### src/hw/ccm_pkg.sv
// ccm_pkg: constants and carrier types for the can control/identifier block
// assumes a 32-bit axi4-lite register face and a 50 mhz bus clock
package ccm_pkg;

  // ---------------------------------------------------------------------
  // register window
  // ---------------------------------------------------------------------
  localparam int unsigned WIN_BYTES   = 64;
  localparam logic [5:0]  IDX_ID0     = 6'h00; // id_byte_0 index
  localparam logic [5:0]  IDX_ID1     = 6'h01;
  localparam logic [5:0]  IDX_ID2     = 6'h02;
  localparam logic [5:0]  IDX_ID3     = 6'h03;
  localparam logic [5:0]  IDX_CTL0    = 6'h04; // controller_control_0 index
  localparam logic [5:0]  IDX_TSTAMP  = 6'h05; // time stamp (bytes e/f)
  localparam logic [5:0]  IDX_TIMER   = 6'h06; // live timer value
  localparam logic [5:0]  IDX_LIMIT   = 6'h0f; // last word index in the 64-byte window

  // ---------------------------------------------------------------------
  // control register 0 field positions and reset
  // ---------------------------------------------------------------------
  localparam int unsigned B_FRAME  = 7;
  localparam int unsigned B_RXBUSY = 6;
  localparam int unsigned B_SWAI   = 5;
  localparam int unsigned B_SYNC   = 4;
  localparam int unsigned B_TIME   = 3;
  localparam int unsigned B_WAKE   = 2;
  localparam int unsigned B_SLEEP  = 1;
  localparam int unsigned B_INIT   = 0;
  localparam logic [7:0]  CTL0_RST = 8'h01; // init request set at reset

  // identifier layouts, bus response codes and recessive bus level
  localparam int unsigned STD_ID_BITS = 13;
  localparam int unsigned EXT_ID_BITS = 32;
  localparam logic [1:0]  RESP_OKAY   = 2'h0;
  localparam logic [1:0]  RESP_SLVERR = 2'h2;
  localparam logic        BUS_RECESSIVE = 1'b1;

  // ---------------------------------------------------------------------
  // carriers
  // ---------------------------------------------------------------------
  typedef struct packed {
    logic        rx_active;   // receiver front end busy
    logic        synced;      // bus synchronised
    logic        frame_ok;    // one-cycle pulse: valid frame at eof
    logic        is_receive;  // frame was a receive
    logic        bit_tick;    // one-cycle pulse per bit time
    logic        loopback;    // loopback mode active
    logic        init_ack;    // init acknowledge
    logic        tx_bit;      // 1 recessive, 0 dominant
  } ccm_link_t;

  typedef enum logic [2:0] {
    ST_IDLE = 3'b001,
    ST_WR   = 3'b010,
    ST_RESP = 3'b100
  } ccm_wst_t;

endpackage

### src/hw/ccm_timer.sv
// ccm_timer: 16-bit free-running bit-time counter with stamp capture
// assumes bit_tick is a one-cycle pulse in the aclk domain
`timescale 1ns/1ps
`default_nettype none
module ccm_timer (
  // clock and reset
  input  wire logic        aclk,
  input  wire logic        aresetn,
  // control
  input  wire logic        enable,
  input  wire logic        bit_tick,
  input  wire logic        capture,
  // results
  output var  logic [15:0] count,
  output var  logic [15:0] stamp
);
  import ccm_pkg::*;

  typedef struct packed {
    logic [15:0] cnt;
    logic [15:0] stp;
  } ccm_tmr_t;

  ccm_tmr_t s_q, s_d;

  // next state: count, clear when off, grab stamp at eof
  always_comb begin
    s_d = s_q;
    if (!enable) begin
      s_d.cnt = 16'h0000;                    // [RULE11]
    end else if (bit_tick) begin
      s_d.cnt = s_q.cnt + 16'h0001;          // [RULE9]
    end
    if (enable && capture) begin
      s_d.stp = s_q.cnt;                     // [RULE10]
    end
  end

  always_ff @(posedge aclk) begin
    if (!aresetn) begin
      s_q <= '0;
    end else begin
      s_q <= s_d;
    end
  end

  assign count = s_q.cnt;
  assign stamp = s_q.stp;

  property p_clear_when_off;
    @(posedge aclk) disable iff (!aresetn)
      !enable |=> (count == 16'h0000);
  endproperty
  a_clear_when_off: assert property (p_clear_when_off) // [RULE11]
    else $error("timer not cleared while disabled");

  property p_tick_adv;
    @(posedge aclk) disable iff (!aresetn)
      enable && bit_tick ##1 enable |-> count == $past(count) + 16'h0001;
  endproperty
  a_tick_adv: assert property (p_tick_adv) // [RULE9]
    else $error("timer did not advance on bit tick");

endmodule
`default_nettype wire

### src/hw/ccm_top.sv
// ccm_top: control register 0 and identifier bytes of a can controller
// assumes an axi4-lite master and a can core that provides link status
//
// Chosen here: the AXI4-Lite interface to the registers.
`timescale 1ns/1ps
`default_nettype none

// Operation
// [RULE1] registers decode in a fixed 64-byte window from offset zero.
// [RULE2] control 0 is writable outside init; status bits are read-only.
// [RULE3] in init mode control 0 holds reset except wakeup, init, sleep.
// [RULE4] the received-frame flag sets on valid frames, clears on write 1.
// [RULE5] received-frame and receiver-active are meaningless in loopback.
// [RULE6] receiver-active follows the receive front end.
// [RULE7] stop-in-wait gates the bus interface clock during wait mode.
// [RULE8] synchronised status mirrors the core's bus synchronisation.
// [RULE9] the timer enable starts a 16-bit counter at the bit rate.
// [RULE10] the counter is stored as a stamp right after each valid eof.
// [RULE11] the timer clears when disabled and its enable is low in init.
// [RULE12] software writes transmit buffers only when empty and selected; the identifier bytes here take writes at any time.
// [RULE13] identifier bytes have no defined reset value.
// [RULE14] a standard identifier spans 13 bits in bytes 0 and 1.
// [RULE15] an extended identifier spans all 32 bits of bytes 0 to 3.
// [RULE16] the transmit pin drives 0 dominant and 1 recessive.
// [RULE17] unused standard-format bits read undefined, never affect frames.
module ccm_top (
  // clock and reset
  input  wire logic              aclk,
  input  wire logic              aresetn,
  // axi4-lite write address
  input  wire logic [5:0]        s_axi_awaddr,
  input  wire logic              s_axi_awvalid,
  output var  logic              s_axi_awready,
  // axi4-lite write data
  input  wire logic [31:0]       s_axi_wdata,
  input  wire logic [3:0]        s_axi_wstrb,
  input  wire logic              s_axi_wvalid,
  output var  logic              s_axi_wready,
  // axi4-lite write response
  output var  logic [1:0]        s_axi_bresp,
  output var  logic              s_axi_bvalid,
  input  wire logic              s_axi_bready,
  // axi4-lite read
  input  wire logic [5:0]        s_axi_araddr,
  input  wire logic              s_axi_arvalid,
  output var  logic              s_axi_arready,
  output var  logic [31:0]       s_axi_rdata,
  output var  logic [1:0]        s_axi_rresp,
  output var  logic              s_axi_rvalid,
  input  wire logic              s_axi_rready,
  // can core side
  input  wire ccm_pkg::ccm_link_t link,
  input  wire logic              wait_mode,
  output var  logic              bus_transmit_pin,
  output var  logic              iface_clk_en,
  output var  logic              init_request,
  output var  logic              sleep_request,
  output var  logic              wakeup_enable,
  output var  logic              timer_enable,
  output var  logic [31:0]       id_word,
  output var  logic              ext_format
);
  import ccm_pkg::*;

  // -----------------------------------------------------------------------
  // state
  // -----------------------------------------------------------------------
  typedef struct packed {
    ccm_wst_t    wst;
    logic        aw_have;
    logic [5:0]  aw_addr;
    logic        w_have;
    logic [31:0] w_data;
    logic [3:0]  w_strb;
    logic [1:0]  bresp;
    logic        rvalid;
    logic [31:0] rdata;
    logic [1:0]  rresp;
    logic        frame_flg;
    logic        swai;
    logic        time_en;
    logic        wake_en;
    logic        sleep_rq;
    logic        init_rq;
    logic        rx_busy;
    logic        sync;
    logic [31:0] idr;
    logic        txpin;
    logic        clken;
  } ccm_state_t;

  ccm_state_t s_q, s_d;
  logic [15:0] tmr_count;
  logic [15:0] tmr_stamp;
  logic        in_init;
  logic [7:0]  ctl0_view;
  logic [5:0]  wr_idx;
  logic [5:0]  rd_idx;
  logic        wr_fire;
  logic        wr_c0;
  logic        frm_set;

  // -----------------------------------------------------------------------
  // time stamp counter
  // -----------------------------------------------------------------------
  ccm_timer u_timer (
    .aclk     (aclk),
    .aresetn  (aresetn),
    .enable   (s_q.time_en),
    .bit_tick (link.bit_tick),
    .capture  (link.frame_ok),
    .count    (tmr_count),
    .stamp    (tmr_stamp)
  );

  // -----------------------------------------------------------------------
  // helpers
  // -----------------------------------------------------------------------
  assign in_init   = s_q.init_rq && link.init_ack;        // [RULE3]
  assign wr_idx    = {2'b00, s_q.aw_addr[5:2]};           // [RULE1]
  assign rd_idx    = {2'b00, s_axi_araddr[5:2]};
  assign wr_fire   = (s_q.wst == ST_WR);
  assign wr_c0     = wr_fire && (wr_idx == IDX_CTL0) && s_q.w_strb[0];
  assign frm_set   = link.frame_ok && link.is_receive && !link.loopback;
  assign ctl0_view = {s_q.frame_flg, s_q.rx_busy, s_q.swai, s_q.sync,
                      s_q.time_en, s_q.wake_en, s_q.sleep_rq, s_q.init_rq};

  // next state of the bus slave and control register
  always_comb begin
    s_d = s_q;
    // write address and data taken in either order
    if (s_axi_awvalid && !s_q.aw_have && s_q.wst == ST_IDLE) begin
      s_d.aw_have = 1'b1;
      s_d.aw_addr = s_axi_awaddr;
    end
    if (s_axi_wvalid && !s_q.w_have && s_q.wst == ST_IDLE) begin
      s_d.w_have = 1'b1;
      s_d.w_data = s_axi_wdata;
      s_d.w_strb = s_axi_wstrb;
    end
    unique case (s_q.wst)
      ST_IDLE: begin
        if (s_q.aw_have && s_q.w_have) begin
          s_d.wst = ST_WR;
        end
      end
      ST_WR: begin
        s_d.wst     = ST_RESP;
        s_d.aw_have = 1'b0;
        s_d.w_have  = 1'b0;
        s_d.bresp   = (wr_idx <= IDX_LIMIT) ? RESP_OKAY : RESP_SLVERR;
      end
      ST_RESP: begin
        if (s_axi_bready) begin
          s_d.wst = ST_IDLE;
        end
      end
    endcase
    // identifier bytes, per byte lane
    for (int i = 0; i < 4; i++) begin
      if (wr_fire && wr_idx == IDX_ID0 && s_q.w_strb[i]) begin
        s_d.idr[8*i +: 8] = s_q.w_data[8*i +: 8];        // [RULE15]
      end
    end
    // control 0 software writes
    if (wr_c0) begin
      s_d.init_rq = s_q.w_data[B_INIT];                   // [RULE2]
      if (!in_init) begin
        s_d.swai     = s_q.w_data[B_SWAI];
        s_d.time_en  = s_q.w_data[B_TIME];
        s_d.wake_en  = s_q.w_data[B_WAKE];
        s_d.sleep_rq = s_q.w_data[B_SLEEP];
      end
      if (s_q.w_data[B_FRAME]) begin
        s_d.frame_flg = 1'b0;                             // [RULE4]
      end
    end
    // status from the core
    s_d.rx_busy = link.rx_active && !link.loopback;      // [RULE5] [RULE6]
    s_d.sync    = link.synced;                            // [RULE8]
    if (frm_set) begin
      s_d.frame_flg = 1'b1;                               // [RULE4]
    end
    // init mode holds the rest at reset
    if (in_init) begin
      s_d.frame_flg = 1'b0;                               // [RULE3]
      s_d.rx_busy   = 1'b0;
      s_d.swai    = 1'b0;
      s_d.sync    = 1'b0;
      s_d.time_en = 1'b0;                                 // [RULE11]
    end
    s_d.txpin = link.tx_bit;                              // [RULE16]
    s_d.clken = !(s_q.swai && wait_mode);                 // [RULE7]
    // read channel, one read at a time
    if (s_q.rvalid) begin
      if (s_axi_rready) begin
        s_d.rvalid = 1'b0;
      end
    end else if (s_axi_arvalid) begin
      s_d.rvalid = 1'b1;
      s_d.rresp  = RESP_OKAY;
      s_d.rdata  = 32'h0000_0000;
      unique case (rd_idx)
        IDX_ID0:    s_d.rdata = s_q.idr;                  // [RULE14] [RULE17]
        IDX_CTL0:   s_d.rdata = {24'h00_0000, ctl0_view};
        IDX_TSTAMP: s_d.rdata = {16'h0000, tmr_stamp};    // [RULE10]
        IDX_TIMER:  s_d.rdata = {16'h0000, tmr_count};
        default: begin
          if (rd_idx > IDX_LIMIT) begin
            s_d.rresp = RESP_SLVERR;
          end
        end
      endcase
    end
  end

  // registers; identifier bytes keep no reset value
  always_ff @(posedge aclk) begin
    if (!aresetn) begin
      s_q.wst     <= ST_IDLE;
      s_q.aw_have <= 1'b0;
      s_q.aw_addr <= 6'h00;
      s_q.w_have  <= 1'b0;
      s_q.w_data  <= 32'h0000_0000;
      s_q.w_strb  <= 4'h0;
      s_q.bresp   <= RESP_OKAY;
      s_q.rvalid  <= 1'b0;
      s_q.rdata   <= 32'h0000_0000;
      s_q.rresp   <= RESP_OKAY;
      {s_q.frame_flg, s_q.rx_busy, s_q.swai, s_q.sync,
       s_q.time_en, s_q.wake_en, s_q.sleep_rq, s_q.init_rq} <= CTL0_RST;
      s_q.txpin   <= BUS_RECESSIVE;
      s_q.clken   <= 1'b1;
      s_q.idr     <= s_d.idr;                             // [RULE13]
    end else begin
      s_q <= s_d;
    end
  end

  // -----------------------------------------------------------------------
  // outputs
  // -----------------------------------------------------------------------
  assign s_axi_awready    = (s_q.wst == ST_IDLE) && !s_q.aw_have;
  assign s_axi_wready     = (s_q.wst == ST_IDLE) && !s_q.w_have;
  assign s_axi_bvalid     = (s_q.wst == ST_RESP);
  assign s_axi_bresp      = s_q.bresp;
  assign s_axi_arready    = !s_q.rvalid;
  assign s_axi_rvalid     = s_q.rvalid;
  assign s_axi_rdata      = s_q.rdata;
  assign s_axi_rresp      = s_q.rresp;
  assign bus_transmit_pin = s_q.txpin;
  assign iface_clk_en     = s_q.clken;
  assign init_request     = s_q.init_rq;
  assign sleep_request    = s_q.sleep_rq;
  assign wakeup_enable    = s_q.wake_en;
  assign timer_enable     = s_q.time_en;
  assign id_word          = s_q.idr;
  assign ext_format       = s_q.idr[11];                  // [RULE14]

  // -----------------------------------------------------------------------
  // checks
  // -----------------------------------------------------------------------
  property p_frm_sets;
    @(posedge aclk) disable iff (!aresetn)
      frm_set && !in_init |=> s_q.frame_flg;
  endproperty
  a_frm_sets: assert property (p_frm_sets) // [RULE4]
    else $error("received-frame flag missed a frame");

  property p_frm_zero_keeps;
    @(posedge aclk) disable iff (!aresetn)
      wr_c0 && !s_q.w_data[B_FRAME] && s_q.frame_flg && !in_init
        |=> s_q.frame_flg;
  endproperty
  a_frm_zero_keeps: assert property (p_frm_zero_keeps) // [RULE4]
    else $error("writing zero cleared received-frame flag");

  property p_init_hold;
    @(posedge aclk) disable iff (!aresetn)
      in_init ##1 in_init |-> !s_q.time_en && !s_q.swai && !s_q.frame_flg;
  endproperty
  a_init_hold: assert property (p_init_hold) // [RULE3]
    else $error("control 0 not held in init");

  property p_init_nowrite;
    @(posedge aclk) disable iff (!aresetn)
      wr_c0 && in_init |=> s_q.wake_en == $past(s_q.wake_en);
  endproperty
  a_init_nowrite: assert property (p_init_nowrite) // [RULE2]
    else $error("control 0 written during init");

  property p_receiver_active_status;
    @(posedge aclk) disable iff (!aresetn)
      link.rx_active && !link.loopback && !in_init |=> s_q.rx_busy;
  endproperty
  a_receiver_active_status: assert property (p_receiver_active_status) // [RULE6]
    else $error("receiver-active not following front end");

  property p_loop;
    @(posedge aclk) disable iff (!aresetn)
      link.loopback |=> !s_q.rx_busy;
  endproperty
  a_loop: assert property (p_loop) // [RULE5]
    else $error("receiver-active set in loopback");

  property p_sync;
    @(posedge aclk) disable iff (!aresetn)
      !in_init |=> s_q.sync == $past(link.synced);
  endproperty
  a_sync: assert property (p_sync) // [RULE8]
    else $error("sync status wrong");

  property p_wait_gate;
    @(posedge aclk) disable iff (!aresetn)
      s_q.swai && wait_mode |=> !iface_clk_en;
  endproperty
  a_wait_gate: assert property (p_wait_gate) // [RULE7]
    else $error("interface clock not stopped in wait");

  property p_txpin;
    @(posedge aclk) disable iff (!aresetn)
      1'b1 |=> bus_transmit_pin == $past(link.tx_bit);
  endproperty
  a_txpin: assert property (p_txpin) // [RULE16]
    else $error("transmit pin does not follow core bit");

  property p_bresp;
    @(posedge aclk) disable iff (!aresetn)
      wr_fire |=> s_axi_bvalid;
  endproperty
  a_bresp: assert property (p_bresp) // [RULE1]
    else $error("write response late");

  c_write: cover property (@(posedge aclk) s_axi_bvalid && s_axi_bready);
  c_read:  cover property (@(posedge aclk) s_axi_rvalid && s_axi_rready);
  c_frame: cover property (@(posedge aclk) frm_set);
  c_init:  cover property (@(posedge aclk) in_init);

endmodule
`default_nettype wire

### config.mk
export PLATFORM = sky130hd
export DESIGN_NAME = ccm_top
export DESIGN_NICKNAME = d
export VERILOG_FILES = /design/src/hw/ccm_pkg.sv /design/src/hw/ccm_timer.sv /design/src/hw/ccm_top.sv
export SDC_FILE = /design/constraint.sdc
export NUM_CORES = 1
export LEC_CHECK = 0
export BUFFER_PORTS_ARGS = -buffer_cell sky130_fd_sc_hd__buf_2
export CORE_MARGIN = 2
export CORE_UTILIZATION = 55
export CTS_CLUSTER_SIZE = 16
export DETAILED_ROUTE_END_ITERATION = 8
export GPL_ROUTABILITY_DRIVEN = 0
export PLACE_DENSITY = 0.88
export SETUP_SLACK_MARGIN = 0.3
export SLEW_MARGIN = 10
export SYNTH_ARGS = -nofsm -noshare
export SYNTH_HDL_FRONTEND = slang
export SYNTH_SLANG_ARGS = --single-unit
### constraint.sdc
create_clock -name aclk -period 5.4 [get_ports aclk]
set_input_delay 0.27 -clock aclk [delete_from_list [all_inputs] [get_ports aclk]]
set_output_delay 0.27 -clock aclk [all_outputs]
set_load 0.005 [all_outputs]
* After elaboration in Yosys (flattened, before gate mapping)
Cells that the tools add are included.
Storage, ports and cells: register bits 158, bits in latches 0, memory bits (writable) 0, ROM bits 0, input port bits 64, output and inout port bits 80, word-level logic and storage cells 93, memories kept 0
Operators by class: $add $sub $neg 1, multiply operators 0, divide/modulo/power cells 0, $lt $le $gt $ge 2, eq/ne operators 9, shifts and indexed selects 0, multiplexer cells 18, bitwise gates (word level) 3, reduce and logical (&&, ||, !) cells 37
Operators with widths (count):
- 32-bit one-hot mux with 4 select lines | 1
- 35-bit 2-to-1 mux | 1
- 8-bit 2-to-1 mux | 4
- 1-bit logical AND | 20
- 16-bit by 1-bit adder with 16-bit output (second input constant) | 1
- 4-bit by 3-bit == test with 1-bit output (second input constant) | 4
- 6-bit logical NOT | 2
- 2-bit AND reduction | 5
- 3-bit one-hot mux with 3 select lines | 1
- 2-bit 2-to-1 mux | 3
- 3-bit 2-to-1 mux | 2
- 6-bit 2-to-1 mux | 1
- 1-bit logical NOT | 5
- 4-bit > comparator (second input constant) | 1
- 4-bit less-or-equal comparator (second input constant) | 1
- 1-bit 2-to-1 mux | 4
- 4-bit 2-to-1 mux | 1
- 2-bit by 1-bit != test with 1-bit output (second input constant) | 2
- 2-bit nonzero test | 2
- 2-bit OR reduction | 2
- 4-bit OR reduction | 1
- 3-bit by 1-bit == test with 1-bit output (second input constant) | 1
- 3-bit by 2-bit == test with 1-bit output (second input constant) | 1
- 3-bit == test (second input constant) | 1
- 1-bit NOT | 3

* Depth between registers and ports, before layout
Gate-level depths: netlist (run 1).
depth in word-level cells 5, gate-level depth with buffers 6, mapped depth without buffers 4

* Hierarchy
A second synthesis (run 1) with hierarchy kept.
Unflattened totals: cells, all modules 729, area, all modules 6984.2 um2
Modules (own cells, without submodules):
- ccm_top | instances 1, cells an instance 577, area each 5689.2 um2, seq. area each 2722.6 um2
- ccm_timer | instances 1, cells an instance 152, area each 1295.0 um2, seq. area each 640.6 um2

* Least setup slack after synthesis (run 1)
Ideal clock, no wire load.
path kind register to register, start point register s_q[121] in the netlist's numbering, end point register s_q, in the netlist id_word[0] (enable), setup time 0.332 ns, arrival time 1.408 ns, required time 5.068 ns, slack 3.660 ns, cell stages (with the launch flop) 4, buffers on the path 0, clock period less this slack 1.740 ns, cell sequence dfxtp_1 > or4_1 > nor3_2 > and2_1
Between the ends: word-level cells in the longest chain between the ends 4
Ends and longest elaborated chain:
- start: declaration | line ccm_top.sv:92 | ccm_state_t s_q, s_d;
- 6-bit logical NOT | line ccm_top.sv:161 | if (wr_fire && wr_idx == IDX_ID0 && s_q.w_strb[i]) begin
- 1-bit logical AND (2 in a row) | line ccm_top.sv:161
- 8-bit 2-to-1 mux | line ccm_top.sv:161
No other way between the ends. A chain may end at the register's enable or synchronous reset.

* Final worst setup path (run 1)
start point register s_q, in the netlist s_axi_rvalid, end point register s_q, in the netlist s_axi_rdata[2]
Between the ends: word-level cells in the longest chain between the ends 2
Ends and longest elaborated chain:
- 1-bit NOT (no source line)
- 2-bit AND reduction (no source line)
No other way between the ends.

==> summary.txt, run 1 <==
Detailed routing
  – Total wire length: 15150 um
  – Drt first pass iters: 5
  – Routed Antenna Nets: 0
  – Vias per cell: 5.501
  – Vias: between 5000 and 6000
  – Drt wl/cell: approximately 16 um
  – DRT iter0 DRCs: 474
  – Drc violations: 0

Synth
  – Distinct cells, synth: 51
  – Most used DFF post-synth: dfxtp_1
  – Synth warnings: 0
  – Post-synthesis sequential area ratio: 0.4750
  – #FFs+latches synth: 152
  – Cell Area, Synth: 7081 um2
  – Async S/R FF share, synth: 0
  – EDFF count, synth: 32
  – Post-Syn Area per Cell: roughly 9.7 um2
  – Post-Syn Instances: 730

Setup path
  – Register-to-register path setup slack: 3.13 ns
  – CP max stage cell: nand2b_2
  – CP Class: reg -> reg
  – CP peak stage delay: 0.80 ns
  – Critical Path Start Type: register
  – Crit path cell chain: nand2b_2 -> a2111o_1 -> a22oi_1
  – Crit. End Element: register
  – Max FO, Critical Path: 49
  – Critical Path AT: 2.52 ns
  – CP delay by family, top: compound AO/OA/AOI/OAI gates
  – CP required: 5.65 ns
  – Buf+Inv Stages, Crit Path: 0

Timing
  – Rel. slew slack: 0.3169
  – Least-Margin Pin Slew: 1.017 ns
  – Endpoints failing hold: 0
  – Final setup fails: 0
  – Setup tns final: 0 ns
  – Final period utilization: 0.4196
  – Slew Limit Fails: 0
  – Final Skew: 0.005208 ns
  – Minimum clock period: approximately 2.3 ns
  – Unrepaired setup endpoints after global routing: false
  – Max Freq: 441.4 MHz

Clock tree
  – Hold Buf Count CTS: 0
  – Post-cts sizing count: 0
  – Clk_lat worst skew: about 0.42 ns
  – Clock root buffer: clkbuf_16
  – TritonCTS clock tree: done
  – Worst-case clock buffer depth: 2
  – Clk sinks: 152
  – Clock-pin slew on the worst setup and hold paths: 0.06 ns
  – TritonCTS buffer count: 17
  – Post-CTS setup buffers: 0
  – H-tree levels: 4

Die
  – Die Ht: 117.5 um
  – Die area: 13800 um2
  – Chip width: 117.5 um
  – Ports: between 100 and 150
  – CORE AREA: 12620 um2
  – # rows: 41
  – Starting Density: 0.5611

Power and ir drop
  – Pwr/cell area: 370.4 nW/um2
  – VDD IR max: 0.4322 mV
  – LEAKAGE: 3.116 nW

Finish
  – Nets@finish: 837
  – Util after Layout: 0.6229
  – FILL cells: 1070
  – Synth-to-layout area growth: 11.03%
  – Layout cell share with drive strength beyond 1: 0.2471

Outcome
  – Status: finished clean

Global routing
  – GRT Total Usage: 0.2224
  – GR Overflow Total: 0
  – Initial antenna violation count: 1
  – Global-route wire length before repair: roughly 25000 um
  – Vias in the first global route: 5078
  – Largest net degree at the start of global routing: 100

Placed design
  – Port bufs: between 100 and 150
  – DP Wirelength: around 9900 um

Run
  – Max Cap Viol: 0

Hold path
  – Hold crit path type: in -> reg
where the power goes:
group / internal (W) / switching, W / total (W)
combinational: 0.000168 / 0.000196 / 0.000364
sequential: 0.00126 / 0.0000676 / 0.00132
clock: 0.000792 / 0.000433 / 0.00122
layout by cell type (no fill, tap or decap), types with 6 or more instances in the layout:
| cell type | instances |
|---|---|
| edfxtp_1 | 32 |
| nand4_1 | 6 |
| nand2b_1 | 9 |
| a21boi_1 | 29 |
| and2_1 | 7 |
| a21boi_0 | 7 |
| mux2i_1 | 48 |
| mux2_2 | 8 |
| a32oi_1 | 16 |
| nand2_1 | 147 |
| nand3_1 | 41 |
| nor4_1 | 6 |
| o21ai_0 | 9 |
| a21oi_1 | 9 |
| buf_2 | 134 |
| clkbuf_16 | 17 |
| and3b_1 | 30 |
| nor2_1 | 6 |
| dfxtp_1 | 120 |
| o21ai_1 | 17 |
| a22oi_1 | 7 |
| a22oi_2 | 10 |
routing by layer:
layer  share of wire  vias up  global-route usage
li1                -     2575                   -
met1            0.44     2478              0.2802
met2            0.47      191              0.3655
met3           0.066       26             0.06783
met4           0.018        0             0.07304
met5               0        -                   0
per-stage QoR:
stage	instance area, um2	total power, W	hold slack (ns)	std cells	setup WS, ns
after floorplan	7092	0.001645	0.3461	733	3.660
after global placement	7246	0.001696	0.4066	925	3.070
after detailed placement	7246	0.001710	0.4146	925	3.003
after CTS	7859	0.002929	0.02261	957	3.113
after global routing	7861	0.003024	0.02452	958	2.925
final	7861	0.002912	0.03554	958	3.134
synthesized netlist by cell type (5+ instances only):
| master | n | area share |
|---|---|---|
| a21boi_0 | 7 | 0.0074 |
| a21boi_1 | 29 | 0.031 |
| a21oi_1 | 9 | 0.0064 |
| a22oi_1 | 7 | 0.0074 |
| a22oi_2 | 10 | 0.018 |
| a32oi_1 | 16 | 0.020 |
| and2_1 | 8 | 0.0071 |
| and3b_1 | 30 | 0.037 |
| buf_2 | 15 | 0.011 |
| buf_4 | 69 | 0.073 |
| clkbuf_1 | 27 | 0.014 |
| dfxtp_1 | 120 | 0.34 |
| edfxtp_1 | 32 | 0.14 |
| mux2_2 | 8 | 0.013 |
| mux2i_1 | 48 | 0.068 |
| nand2_1 | 147 | 0.078 |
| nand2b_1 | 10 | 0.0088 |
| nand3_1 | 41 | 0.029 |
| nand4_1 | 6 | 0.0053 |
| nor2_1 | 6 | 0.0032 |
| nor2b_1 | 5 | 0.0044 |
| nor4_1 | 6 | 0.0053 |
| o21ai_0 | 9 | 0.0064 |
| o21ai_1 | 17 | 0.012 |
cells by family after synthesis:
family,after synthesis,share of synthesized area
AND/OR/NAND/NOR,283,0.2101
buffers and inverters,122,0.1108
other,1,0.0005296
multiplexers,56,0.08058
XOR/XNOR,4,0.004949
adder cells (fa/ha/maj),1,0.001767
AO/OA/AOI/OAI,111,0.1163
flip-flops,152,0.4750
flip-flops by register name, indices dropped and copies added (netlist names):
register,cells
iface_clk_en,1
s_axi_rvalid,1
sleep_request,1
s_q,45
ctl0_view,4
id_word,32
s_axi_rdata,32
wakeup_enable,1
bus_transmit_pin,1
u_timer.stamp,16
init_request,1
u_timer.count,16
timer_enable,1
cell type report:
| cell class | instances | area [um2] | share of cell area |
|---|---|---|---|
| flip-flops and latches | 152 | 3363 | 0.4278 |
| diodes | 1 | 2.502 | 0.0003183 |
| well taps | 172 | 215.2 | 0.02738 |
| clock buffers | 22 | 464.2 | 0.05905 |
| inverters | 3 | 11.26 | 0.001432 |
| multi-input cells | 459 | 2948 | 0.3750 |
| repair buffers | 139 | 708.2 | 0.09008 |
| clock inverters | 10 | 148.9 | 0.01894 |
path summary, 6_finish.rpt:
check / depth (start not counted) / to / from
hold reg to reg: 0 / id_word[29] / s_q[112]
setup reg to reg: 3 / s_axi_rdata[2] / s_axi_rvalid
setup / recovery: 3 / s_axi_rdata[2] / s_axi_rvalid
hold / removal: 2 / ctl0_view[6] / link[2]
Power figures use the tool's default switching activity.
==> run 2, diff against run 1 <==
Clock period 5.4 ns to 2.3 ns, I/O delays scaled along.
==> run 2 against run 1 <==
- global-route usage rose by 3.2 points
- final area grew 7.1%
- wire length grew 16%
- utilization is 4.4 points higher
- hold slack improved by 0.0087 ns
- via count rose by 7.4%
- count of clock-buffer cells in the layout down 2
- critical path type unchanged
- critical endpoint is now id_word[2]
==> summary.txt, run 2 (synthesized netlist as in run 1, its figures left out) <==
Clock tree
  – Post-CTS setup buffers: 0
  – Clock-pin slew on the worst setup and hold paths: 0.06 ns
  – Clk_lat worst skew: 0.42 ns
  – H-tree levels: 4
  – Worst-case clock buffer depth: 2
  – Clock root buffer: clkbuf_16
  – Clk sinks: 152
  – TritonCTS clock tree: done
  – TritonCTS buffer count: 17

Finish
  – Commonest non-fill, non-tap cell in the layout: nand2_1
  – Cell area after layout: 8417 um2
  – Max FFs per register: between 40 and 50
  – Register area: about 3400 um2
  – Util after Layout: 0.6670
  – FILL cells: just over 900
  – Biggest register: s_q
  – Multi-input gate area: 2963 um2
  – Commonest cells after routing, fill and taps aside: nand2_1 (147), buf_2 (134), dfxtp_1 (120)
  – Layout cell share with drive strength beyond 1: 0.2452
  – Synth-to-layout area growth: 18.87%
  – Nets@finish: a little under 900

Power and ir drop
  – LEAKAGE: 3.350 nW
  – Switch Pwr: 0.001789 W
  – VDD IR max: 0.6893 mV
  – Clock share of power: 0.409
  – Logic pwr share: 0.146
  – Int Power: 0.005202 W
  – Net Sw Frac: 0.2559
  – Pwr/cell area: 830.7 nW/um2
  – Reg power frac: 0.445

Timing
  – Max Freq: 518.4 MHz
  – Minimum clock period: 1.929 ns
  – Endpoints failing hold: 0
  – Unrepaired setup endpoints after global routing: false
  – Slew Limit Fails: 0
  – Rel. slew slack: 0.2897
  – Setup tns final: 0 ns
  – Final setup fails: 0
  – Least-Margin Pin Slew: approximately 1.1 ns
  – Final period utilization: 0.8387
  – Final Skew: 0.006239 ns

Placed design
  – DP Wirelength: 10280 um
  – Post-placement cell area: 7303 um2
  – Port bufs: between 100 and 150

Detailed routing
  – Met1 Wirelength: 7226 um
  – Routed Antenna Nets: 0
  – Met2 WL: 8880 um
  – Total wire length: 17610 um
  – Top layer reached by signal wires: met4
  – Vias: 5660
  – Drt first pass iters: 5
  – Drc violations: 0
  – Drt wl/cell: ~17 um
  – Vias per cell: 5.587
  – DRT iter0 DRCs: 432
  – Met3 wire length: approximately 1100 um

Setup path
  – Crit. End Element: register
  – Critical Path Start Type: register
  – Critical Path AT: slightly above 2 ns
  – Max FO, Critical Path: 8
  – CP required: 2.42 ns
  – CP Class: reg -> reg

Run
  – Max Cap Viol: 0

Global routing
  – GRT Total Usage: 0.2548
  – Largest net degree at the start of global routing: 77
  – Initial antenna violation count: 1
  – Vias in the first global route: about 5500
  – Global-route wire length before repair: 28220 um
  – GR Overflow Total: 0

Die
  – # rows: a little over 40
  – Ports: 144
  – Die Ht: 117.5 um
  – Die area: 13800 um2
  – Starting Density: 0.5611
  – CORE AREA: 12620 um2
  – Chip width: roughly 120 um

Hold path
  – Hold crit path type: in -> reg

Outcome
  – Status: finished clean
## run 2: cell type report
class,instances,share of cell area
sequential,152,0.3996
clock inverter,12,0.01754
antenna,1,0.0002973
clock buffer,20,0.05441
tap,172,0.02557
timing repair buffer,194,0.1492
multi-input combinational,459,0.3520
inverter,3,0.001338
## run 2: critical path, cell delays in order (launching register included)
cell and delay, ns:
dfxtp_1 0.32, or4_1 0.68, nor3_4 0.30, and2_2 0.31
## run 2: per-stage QoR
step	cells	worst slack, ns	hold WS (ns)	power, W
4_1_cts	1012	0.3595	0.02318	0.006960
3_5_place_dp	931	0.1818	0.2967	0.004056
3_3_place_gp	931	0.2631	0.2987	0.004028
2_1_floorplan	733	0.5600	0.1911	0.003863
6_report	1013	0.3710	0.04421	0.006992
5_1_grt	1013	0.3289	0.08228	0.007211
## run 2: final timing paths
| check | from | to | slack [ns] | cells after the start |
|---|---|---|---|---|
| max | s_q[121] | id_word[2] | 0.37 | 3 |
| min | s_axi_bready | s_q[123] | 0.04 | 3 |
| max reg2reg | s_q[121] | id_word[2] | 0.37 | 3 |
| min reg2reg | s_q[95] | id_word[12] | 0.43 | 0 |
## run 2: per-layer routing
layer	track usage	up-vias
met5	0	-
met4	0.1107	0
met3	0.07074	42
met2	0.4419	211
met1	0.2950	2720
li1	-	2687
## run 2: power by group through the flow
stage	logic [W]	registers [W]	clock network, W
floorplan	0.000758	0.00310	0
global placement	0.000888	0.00314	0
detailed placement	0.000907	0.00315	0
CTS	0.000987	0.00309	0.00288
global route	0.00110	0.00313	0.00298
finish	0.00102	0.00311	0.00286
## run 2: repair_timing
action,4_1_cts,5_1_grt
pin swaps,0,1
setup endpoints to repair,32,32
hold buffers,49,0
hold endpoints to repair,46,0
gates cloned,0,0
resized for setup,5,3
